### src/logic/load_threshold_map.svh
// Constants for the load threshold monitor
`ifndef LOAD_THRESHOLD_MAP_SVH
`define LOAD_THRESHOLD_MAP_SVH

`define MODE_LOW_POWER        1'b0
`define MODE_HIGH_POWER       1'b1
`define LOW_THRESH_RESET      7'h00
`define HIGH_THRESH_RESET     7'h00
`define PERCENT_FULL_SCALE    7'h64
`define CLOCK_HZ              100000000
`define TICK_PERIOD_S         1
`define TICK_CYCLES           (`CLOCK_HZ * `TICK_PERIOD_S)

`endif

### src/logic/load_threshold_pkg.sv
// Types shared by the load threshold monitor
package load_threshold_pkg;

  typedef enum logic [1:0] {
    ST_IDLE   = 2'b00,
    ST_SETTLE = 2'b01,
    ST_WATCH  = 2'b10
  } monitor_state_e;

  typedef struct packed {
    logic        high_mode;
    logic [6:0]  low_percent;
    logic [15:0] low_delay_s;
    logic [6:0]  high_percent;
    logic [15:0] high_delay_s;
    logic [15:0] settle_s;
    logic        enable_input_assigned;
    logic        output_assigned;
  } monitor_cfg_s;

endpackage

### src/logic/qualify_timer.sv
// Seconds-based qualification timer that restarts when its condition drops
`timescale 1ns/100ps
module qualify_timer #(
  parameter int WIDTH = 16
) (
  // Clock and reset
  input  wire logic             clock,
  input  wire logic             reset,
  // Timing
  input  wire logic             sec_tick,
  input  wire logic             condition,
  input  wire logic [WIDTH-1:0] delay_s,
  // Result
  output logic                  expired
);

  initial begin
    if (WIDTH < 2) begin
      $error("qualify_timer WIDTH too small");
    end
  end

  logic [WIDTH-1:0] count_r;
  logic [WIDTH-1:0] count_nxt;
  wire              reached = (count_r >= delay_s);
  wire              bump    = sec_tick && !reached;

  // A dropped condition restarts the count
  assign count_nxt = !condition ? '0 :
                     bump       ? count_r + WIDTH'(1) : count_r;
  assign expired   = condition && reached;

  always_ff @(posedge clock) begin
    if (reset) begin
      count_r <= '0;
    end else begin
      count_r <= count_nxt;
    end
  end

endmodule

### src/logic/load_threshold_monitor.sv
// Load threshold monitor: low or high active power alarm with hysteresis
`timescale 1ns/100ps
`include "load_threshold_map.svh"

// Summary of operation
// [RULE_01] Mode input zero monitors low power, one monitors high power.
// [RULE_02] Reset defaults: low mode, lower threshold zero, so function off.
// [RULE_03] With an assigned enable input, monitor only while it is active.
// [RULE_04] No monitoring unless the load threshold output is assigned.
// [RULE_05] Total delivered power compared with two thresholds forming a band.
// [RULE_06] Low mode: assert after power below lower threshold for its delay.
// [RULE_07] Low mode: deassert after power above upper threshold for its delay.
// [RULE_08] Thresholds are percent of rated power; delays are whole seconds.
// [RULE_09] Both thresholds zero or inconsistent disables the function.
// [RULE_10] Enable activation starts a settle timer holding the output low.
// [RULE_11] High mode: assert above upper, deassert below lower, each delayed.
// [RULE_12] Thresholds inconsistent unless lower is strictly below upper.
// [RULE_13] A qualification delay restarts when its condition drops early.
module load_threshold_monitor
  import load_threshold_pkg::*;
#(
  parameter int POWER_WIDTH = 24,
  parameter int TICK_CYCLES = `TICK_CYCLES
) (
  // Clock and reset
  input  wire logic                   clock,
  input  wire logic                   reset,
  // Configuration
  input  wire monitor_cfg_s           cfg,
  input  wire logic                   cfg_valid,
  input  wire logic [POWER_WIDTH-1:0] rated_power,
  // Measurement and enable
  input  wire logic [POWER_WIDTH-1:0] active_power,
  input  wire logic                   threshold_enable_input,
  // Result
  output logic                        load_threshold_output,
  output logic                        monitor_active
);

  initial begin
    if (POWER_WIDTH < 8 || POWER_WIDTH > 48 || TICK_CYCLES < 1) begin
      $error("load_threshold_monitor parameters out of range");
    end
  end

  localparam int PW = POWER_WIDTH + 8;

  // ************************************************************
  // Configuration hold
  // ************************************************************
  monitor_cfg_s cfg_r;

  always_ff @(posedge clock) begin
    if (reset) begin
      cfg_r <= '{high_mode: `MODE_LOW_POWER,
                 low_percent: `LOW_THRESH_RESET,
                 high_percent: `HIGH_THRESH_RESET,
                 default: '0}; // see [RULE_02]
    end else if (cfg_valid) begin
      cfg_r <= cfg;
    end
  end

  // ************************************************************
  // Seconds tick divider
  // ************************************************************
  logic [31:0] div_r;
  wire         sec_tick = (div_r == 32'(TICK_CYCLES - 1));

  always_ff @(posedge clock) begin
    if (reset || sec_tick) begin
      div_r <= '0;
    end else begin
      div_r <= div_r + 32'h1;
    end
  end

  // ************************************************************
  // Threshold comparison
  // ************************************************************
  // Compare power*100 against rated*percent to avoid a divider
  wire [PW-1:0] power_scaled = PW'(active_power) * PW'(`PERCENT_FULL_SCALE);
  wire [PW-1:0] low_level    = PW'(rated_power) * PW'(cfg_r.low_percent);
  wire [PW-1:0] high_level   = PW'(rated_power) * PW'(cfg_r.high_percent);
  wire below_low  = power_scaled < low_level;   // see [RULE_05] [RULE_08]
  wire above_high = power_scaled > high_level;  // see [RULE_05] [RULE_08]

  wire both_zero    = (cfg_r.low_percent == '0) && (cfg_r.high_percent == '0);
  // Equal thresholds leave no band, so they count as inconsistent
  wire inconsistent = !(cfg_r.low_percent < cfg_r.high_percent);
  // see [RULE_12]
  wire cfg_ok       = !both_zero && !inconsistent;            // see [RULE_09]
  wire gate_open    = !cfg_r.enable_input_assigned
                      || threshold_enable_input;              // see [RULE_03]
  wire function_on  = cfg_ok && cfg_r.output_assigned
                      && gate_open;                           // see [RULE_04]

  // ************************************************************
  // Sequencing
  // ************************************************************
  monitor_state_e state_r;
  monitor_state_e state_nxt;
  logic           out_r;
  logic           out_nxt;
  logic           enable_prev_r;
  wire            enable_rise = threshold_enable_input && !enable_prev_r
                                && cfg_r.enable_input_assigned;

  wire settling = (state_r == ST_SETTLE);
  wire watching = (state_r == ST_WATCH) && function_on;

  // Set condition and clear condition swap with the mode
  wire set_cond = watching && (cfg_r.high_mode ? above_high
                                               : below_low); // see [RULE_01]
  wire clr_cond = watching && (cfg_r.high_mode ? below_low
                                               : above_high); // see [RULE_11]
  // The set side uses its mode's delay: low mode lower delay, high mode upper
  wire [15:0] set_delay = cfg_r.high_mode ? cfg_r.high_delay_s
                                          : cfg_r.low_delay_s;
  wire [15:0] clr_delay = cfg_r.high_mode ? cfg_r.low_delay_s
                                          : cfg_r.high_delay_s;
  logic set_done;
  logic clr_done;
  logic settle_done;

  qualify_timer #(.WIDTH(16)) set_timer (
    .clock     (clock),
    .reset     (reset),
    .sec_tick  (sec_tick),
    .condition (set_cond),
    .delay_s   (set_delay),
    .expired   (set_done)
  ); // see [RULE_06] [RULE_11] [RULE_13]

  qualify_timer #(.WIDTH(16)) clr_timer (
    .clock     (clock),
    .reset     (reset),
    .sec_tick  (sec_tick),
    .condition (clr_cond),
    .delay_s   (clr_delay),
    .expired   (clr_done)
  ); // see [RULE_07] [RULE_11] [RULE_13]

  qualify_timer #(.WIDTH(16)) settle_timer (
    .clock     (clock),
    .reset     (reset),
    .sec_tick  (sec_tick),
    .condition (settling && !enable_rise),
    .delay_s   (cfg_r.settle_s),
    .expired   (settle_done)
  ); // see [RULE_10]

  always_comb begin
    state_nxt = state_r;
    out_nxt   = out_r;
    case (state_r)
      ST_IDLE: begin
        out_nxt = 1'b0;
        if (function_on) begin
          state_nxt = cfg_r.enable_input_assigned ? ST_SETTLE : ST_WATCH;
        end
      end
      ST_SETTLE: begin
        out_nxt = 1'b0; // see [RULE_10]
        if (!function_on) begin
          state_nxt = ST_IDLE;
        end else if (settle_done) begin
          state_nxt = ST_WATCH;
        end
      end
      ST_WATCH: begin
        if (!function_on) begin
          state_nxt = ST_IDLE;
          out_nxt   = 1'b0;
        end else if (enable_rise) begin
          state_nxt = ST_SETTLE;
          out_nxt   = 1'b0;
        end else if (set_done) begin
          out_nxt = 1'b1; // see [RULE_06] [RULE_11]
        end else if (clr_done) begin
          out_nxt = 1'b0; // see [RULE_07] [RULE_11]
        end
      end
      default: begin
        state_nxt = ST_IDLE;
        out_nxt   = 1'b0;
      end
    endcase
  end

  always_ff @(posedge clock) begin
    if (reset) begin
      state_r       <= ST_IDLE;
      out_r         <= 1'b0;
      enable_prev_r <= 1'b0;
    end else begin
      state_r       <= state_nxt;
      out_r         <= out_nxt;
      enable_prev_r <= threshold_enable_input;
    end
  end

  assign load_threshold_output = out_r;
  assign monitor_active        = watching;

endmodule

### config.mk
export PLATFORM = sky130hd
export DESIGN_NAME = load_threshold_monitor
export DESIGN_NICKNAME = d
export VERILOG_FILES = /design/src/logic/load_threshold_pkg.sv /design/src/logic/qualify_timer.sv /design/src/logic/load_threshold_monitor.sv
export VERILOG_INCLUDE_DIRS = /design/src /design/src/logic
export SDC_FILE = /design/constraint.sdc
export NUM_CORES = 1
export LEC_CHECK = 0
export ABC_AREA = 1
export BUFFER_PORTS_ARGS = -buffer_cell sky130_fd_sc_hd__buf_2
export CAP_MARGIN = 20
export CORE_UTILIZATION = 28
export CTS_CLUSTER_DIAMETER = 60
export DETAILED_ROUTE_END_ITERATION = 10
export GPL_ROUTABILITY_DRIVEN = 0
export PLACE_DENSITY_LB_ADDON = 0.3
export SKIP_CTS_REPAIR_TIMING = 1
export SYNTH_ARGS = -nofsm -noshare
export SYNTH_HDL_FRONTEND = slang
export SYNTH_HIERARCHICAL = 1
export SYNTH_SLANG_ARGS = --single-unit
### constraint.sdc
create_clock -name clock -period 9.24 [get_ports clock]
set_input_delay 2.31 -clock clock [delete_from_list [all_inputs] [get_ports clock]]
set_output_delay 2.31 -clock clock [all_outputs]
set_load 0.01 [all_outputs]
==> impl.org <==
** Timing
- The worst pin sits at a relative slew slack of 32.0%.
- Final worst-path cycle share :: 87.2%
- For the pin with the worst max-slew slack, the measured transition is 1.02 ns.
- Setup repair after global routing left no endpoint under its margin.
- Final hold violation count :: 0
- The number of max-slew violations in the final report is 0.
- For the finished layout, the period the worst path requires is 8.06 ns.
- Worst hold margin :: 0.453 ns
- For this run, the top clock speed supported by timing is 124 MHz.
- Clock skew on the completed layout was measured at 0.0146 ns.
- Setup violations remaining at the end of the flow were counted as 0.
- Adding up every negative setup slack in the final design gives 0 ns.

** Power and ir drop
- Combinational logic burns 65.8% of the power.
- Post-route total power :: 4.13 mW
- Sequential cells burn 16.7% of the power.
- The internal portion of the total power is 2.04 mW.
- Net Switching :: 2.10 mW
- The analysis attributes to cell leakage a power of 14.3 nW.
- Worst vdd rail ir drop :: 0.107 mV
- The clock network accounts for 17.5% of the total power.
- In this run the power density over the cells is 154 nW/um2.
- Net switching is 50.7% of the power.

** Run status
- The flow ran to the end, and the final reports show no timing, DRC or antenna violations.

** Drt
- Total detailed-routing wirelength :: 68,800 um
- The routed layout has 22.2k vias.
- The count of nets left with antenna violations once routing finished came out at 0.
- Detail-routed net length per standard cell :: 14.0 um
- For this run, the detailed router's first-pass iteration total came to 8.
- For this block, the initial DRC count from the detailed router was 1,471.
- # DRC :: 0
- After detailed routing, the number of vias per cell comes to 4.53.

** Cells and area
- Finished Cell Area :: 26,900 um2
- Non-filler instance count after layout :: 4,903
- Compared with the post-synthesis result, the final layout area differs by 9.66%.
- 0 antenna diodes ended up in the layout.
- Count of fill cells added during filler insertion :: 9,679
- Share of final-layout standard cells stronger than drive strength 1 :: 6.38%
- In the final design database the tool counted 4,379 nets.

** Setup path
- STA puts the critical path data arrival time at 8.44 ns.
- Delay of the slowest cell on the worst path :: 0.55 ns
- For this design, the slowest cell found on the critical path is sky130_fd_sc_hd__fa_1.
- The worst setup path is captured at a register.
- Of all nets on the critical path, the largest fanout is 16.
- The worst setup path is of the input port to register kind.
- STA classifies the critical path startpoint as an input port.
- In this run the register-to-register setup slack is 2.27 ns.
- Cell repeated most along the worst path :: sky130_fd_sc_hd__nor2_1
- Data required time at the worst endpoint :: 9.62 ns

** Run
- Max-capacitance violation count :: 0

** Synth
- Synth Area per Inst :: 6.64 um2
- Yosys printed 6 warnings.
- Counting every net in the synthesized netlist gives 4,331.
- For this run, the leading register cell type out of synthesis is sky130_fd_sc_hd__dfxtp_1.
- The synthesized design contains 0 enable-type register cells.
- Post-synthesis cell count :: 3,687
- The synthesized design contains 149 register bits.
- The share of the Yosys chip area taken by registers is 12.2%.
- Share of async-settable or async-resettable flops after synthesis :: 0%
- Number of different library cells in the post-synthesis netlist :: 47
- The synthesized netlist occupies a cell area of 24,500 um2.

** Min path
- Hold Path Class :: register to register

** CTS
- CTS Root Buffer Type :: sky130_fd_sc_hd__clkbuf_16
- Number of clock buffers inserted by TritonCTS :: 17
- Worst skew pair latency :: 0.44 ns
- Clock tree from TritonCTS :: yes
- In this run the deepest clock path goes through 2 buffers.
- The clock drives 149 sinks.
- Clock slew seen by the registers of the worst setup and hold paths :: 0.07 ns
- H-tree Lvls :: 4

** Global route
- The via count of the first global-routing pass came to 21.8k.
- Largest net degree at the start of global routing :: 91
- GR peak layer :: met2
- Global routing finished with a remaining overflow of 0.
- The first global-routing pass estimated 113,000 um of wire.
- Antenna violations before repair :: 2
- GR met3 Demand/Resource :: 1.79%
- For this run, global-route usage on met1 was measured as 23.2%.
- Global Route Usage Sum :: 15.6%
- Met2 usage in global routing :: 24.4%

** Place
- Total placed cells including tap cells :: 4,869
- Standard cell area after detailed placement :: 26,200 um2
- The wire-length estimate of the detail-placed layout is 57,300 um.
- Count of buffers inserted at the top-level ports :: 118

** Die
- Effective utilization at floorplan :: 28.2%
- Row cnt :: 108
- The die covers 88,600 um2.
- Floorplan core area :: 86,800 um2
- Count of boundary I/O pins :: 119
- Horizontal die dimension :: 298 um
- Chip Height :: 298 um
cells by family after synthesis:
logic type,after synthesis,share of synthesized area (%)
compound gates,424,9.16
xor+xnor,73,2.61
fa+ha+maj,527,34.2
buf+inv,1000,15.6
flops,149,12.2
simple gates,1514,26.3
synthesized netlist by cell type, types with 3 or more instances:
cell / count / area, um2
sky130_fd_sc_hd__inv_2: 9 / 33.8
sky130_fd_sc_hd__clkbuf_1: 86 / 323
sky130_fd_sc_hd__buf_4: 10 / 75.1
sky130_fd_sc_hd__a31oi_1: 8 / 50.1
sky130_fd_sc_hd__or2_2: 12 / 75.1
sky130_fd_sc_hd__nand3b_1: 9 / 67.6
sky130_fd_sc_hd__nor2_4: 5 / 56.3
sky130_fd_sc_hd__xor2_1: 38 / 333
sky130_fd_sc_hd__o21bai_1: 8 / 60.1
sky130_fd_sc_hd__buf_2: 18 / 90.1
sky130_fd_sc_hd__nand4_1: 84 / 526
sky130_fd_sc_hd__o21a_1: 18 / 135
sky130_fd_sc_hd__nor4_1: 19 / 119
sky130_fd_sc_hd__nor3_1: 44 / 220
sky130_fd_sc_hd__nand3_1: 114 / 571
sky130_fd_sc_hd__buf_1: 3 / 11.3
sky130_fd_sc_hd__o21ai_1: 10 / 50.1
sky130_fd_sc_hd__a21oi_1: 199 / 996
sky130_fd_sc_hd__ha_1: 290 / 3630
sky130_fd_sc_hd__nor3b_2: 3 / 37.5
sky130_fd_sc_hd__nor3_2: 11 / 110
sky130_fd_sc_hd__or2_0: 3 / 18.8
sky130_fd_sc_hd__o21ai_0: 166 / 831
sky130_fd_sc_hd__a21o_1: 4 / 30.0
sky130_fd_sc_hd__dfxtp_1: 149 / 2980
sky130_fd_sc_hd__nand2_1: 864 / 3240
sky130_fd_sc_hd__nor2_2: 5 / 31.3
sky130_fd_sc_hd__nand2_2: 4 / 25.0
sky130_fd_sc_hd__xnor2_1: 35 / 307
sky130_fd_sc_hd__fa_1: 237 / 4740
sky130_fd_sc_hd__inv_1: 874 / 3280
sky130_fd_sc_hd__nand3b_2: 3 / 33.8
sky130_fd_sc_hd__nor2_1: 325 / 1220
sky130_fd_sc_hd__nand3_2: 5 / 50.1
through the flow:
| stage | utilization [%] | setup slack (ns) |
|---|---|---|
| 3_3_place_gp | 30.2 | 0.798 |
| 3_5_place_dp | 30.2 | 0.729 |
| 6_report | 31.0 | 1.18 |
| 2_1_floorplan | - | 1.38 |
| 5_1_grt | 31.0 | 0.706 |
| 4_1_cts | 30.9 | 1.19 |
layout by cell type (no fill, tap or decap), types with 35 or more instances in the layout:
cell type                 synthesis  routed
sky130_fd_sc_hd__nand2_1        864     864
sky130_fd_sc_hd__fa_1           237     237
sky130_fd_sc_hd__nand4_1         84      84
sky130_fd_sc_hd__xor2_1          38      38
sky130_fd_sc_hd__dfxtp_1        149     149
sky130_fd_sc_hd__nor2_1         325     325
sky130_fd_sc_hd__buf_2           18     118
sky130_fd_sc_hd__nand3_1        114     114
sky130_fd_sc_hd__inv_1          874     873
sky130_fd_sc_hd__o21ai_0        166     166
sky130_fd_sc_hd__nor3_1          44      44
sky130_fd_sc_hd__xnor2_1         35      35
sky130_fd_sc_hd__ha_1           290     290
sky130_fd_sc_hd__a21oi_1        199     199
layer usage:
layer	share of wire, %	wire length [um]
met1	51	35300
met2	43	29600
met3	4.6	3130
met4	1.1	779
met5	0.019	13
power by group through the flow:
stage / Sequential, mW / Combinational (mW) / Clock (mW)
floorplan: 0.690 / 1.95 / 0
global placement: 0.709 / 2.68 / 0
detailed placement: 0.709 / 2.69 / 0
CTS: 0.694 / 2.71 / 0.746
global route: 0.696 / 3.14 / 0.776
finish: 0.692 / 2.72 / 0.723
path summary, 6_finish.rpt:
kind / start / endpoint / cells past startpoint
min reg2reg: div_r[0] / div_r[0] / 1
min: div_r[0] / div_r[0] / 1
max reg2reg: cfg_r[38] / set_timer/count_r[12] / 32
max: rated_power[13] / set_timer/count_r[12] / 32
final cells by class:
cell class | count | area, um2 | area share [%]
multi-input cells | 2538 | 17700 | 65.9
clock buffers | 18 | 429 | 1.60
flip-flops and latches | 149 | 2980 | 11.1
well taps | 1155 | 1450 | 5.38
inverters | 883 | 3310 | 12.3
repair buffers | 146 | 825 | 3.07
clock inverters | 14 | 166 | 0.620
sequential cells by signal (all words and copies together) (netlist names):
signal,count
cfg_r,65
clr_timer/count_r,16
div_r,32
enable_prev_r,1
load_threshold_output,1
set_timer/count_r,16
settle_timer/count_r,16
state_r,2
worst max-delay path: cells and delay by family:
kind	cells	cell delay, ns
compound gates	4	0.80
xor+xnor	1	0.17
fa+ha+maj	6	2.76
buf+inv	6	0.84
simple gates	15	1.55
Note: power is estimated with default switching activity, not from simulation.
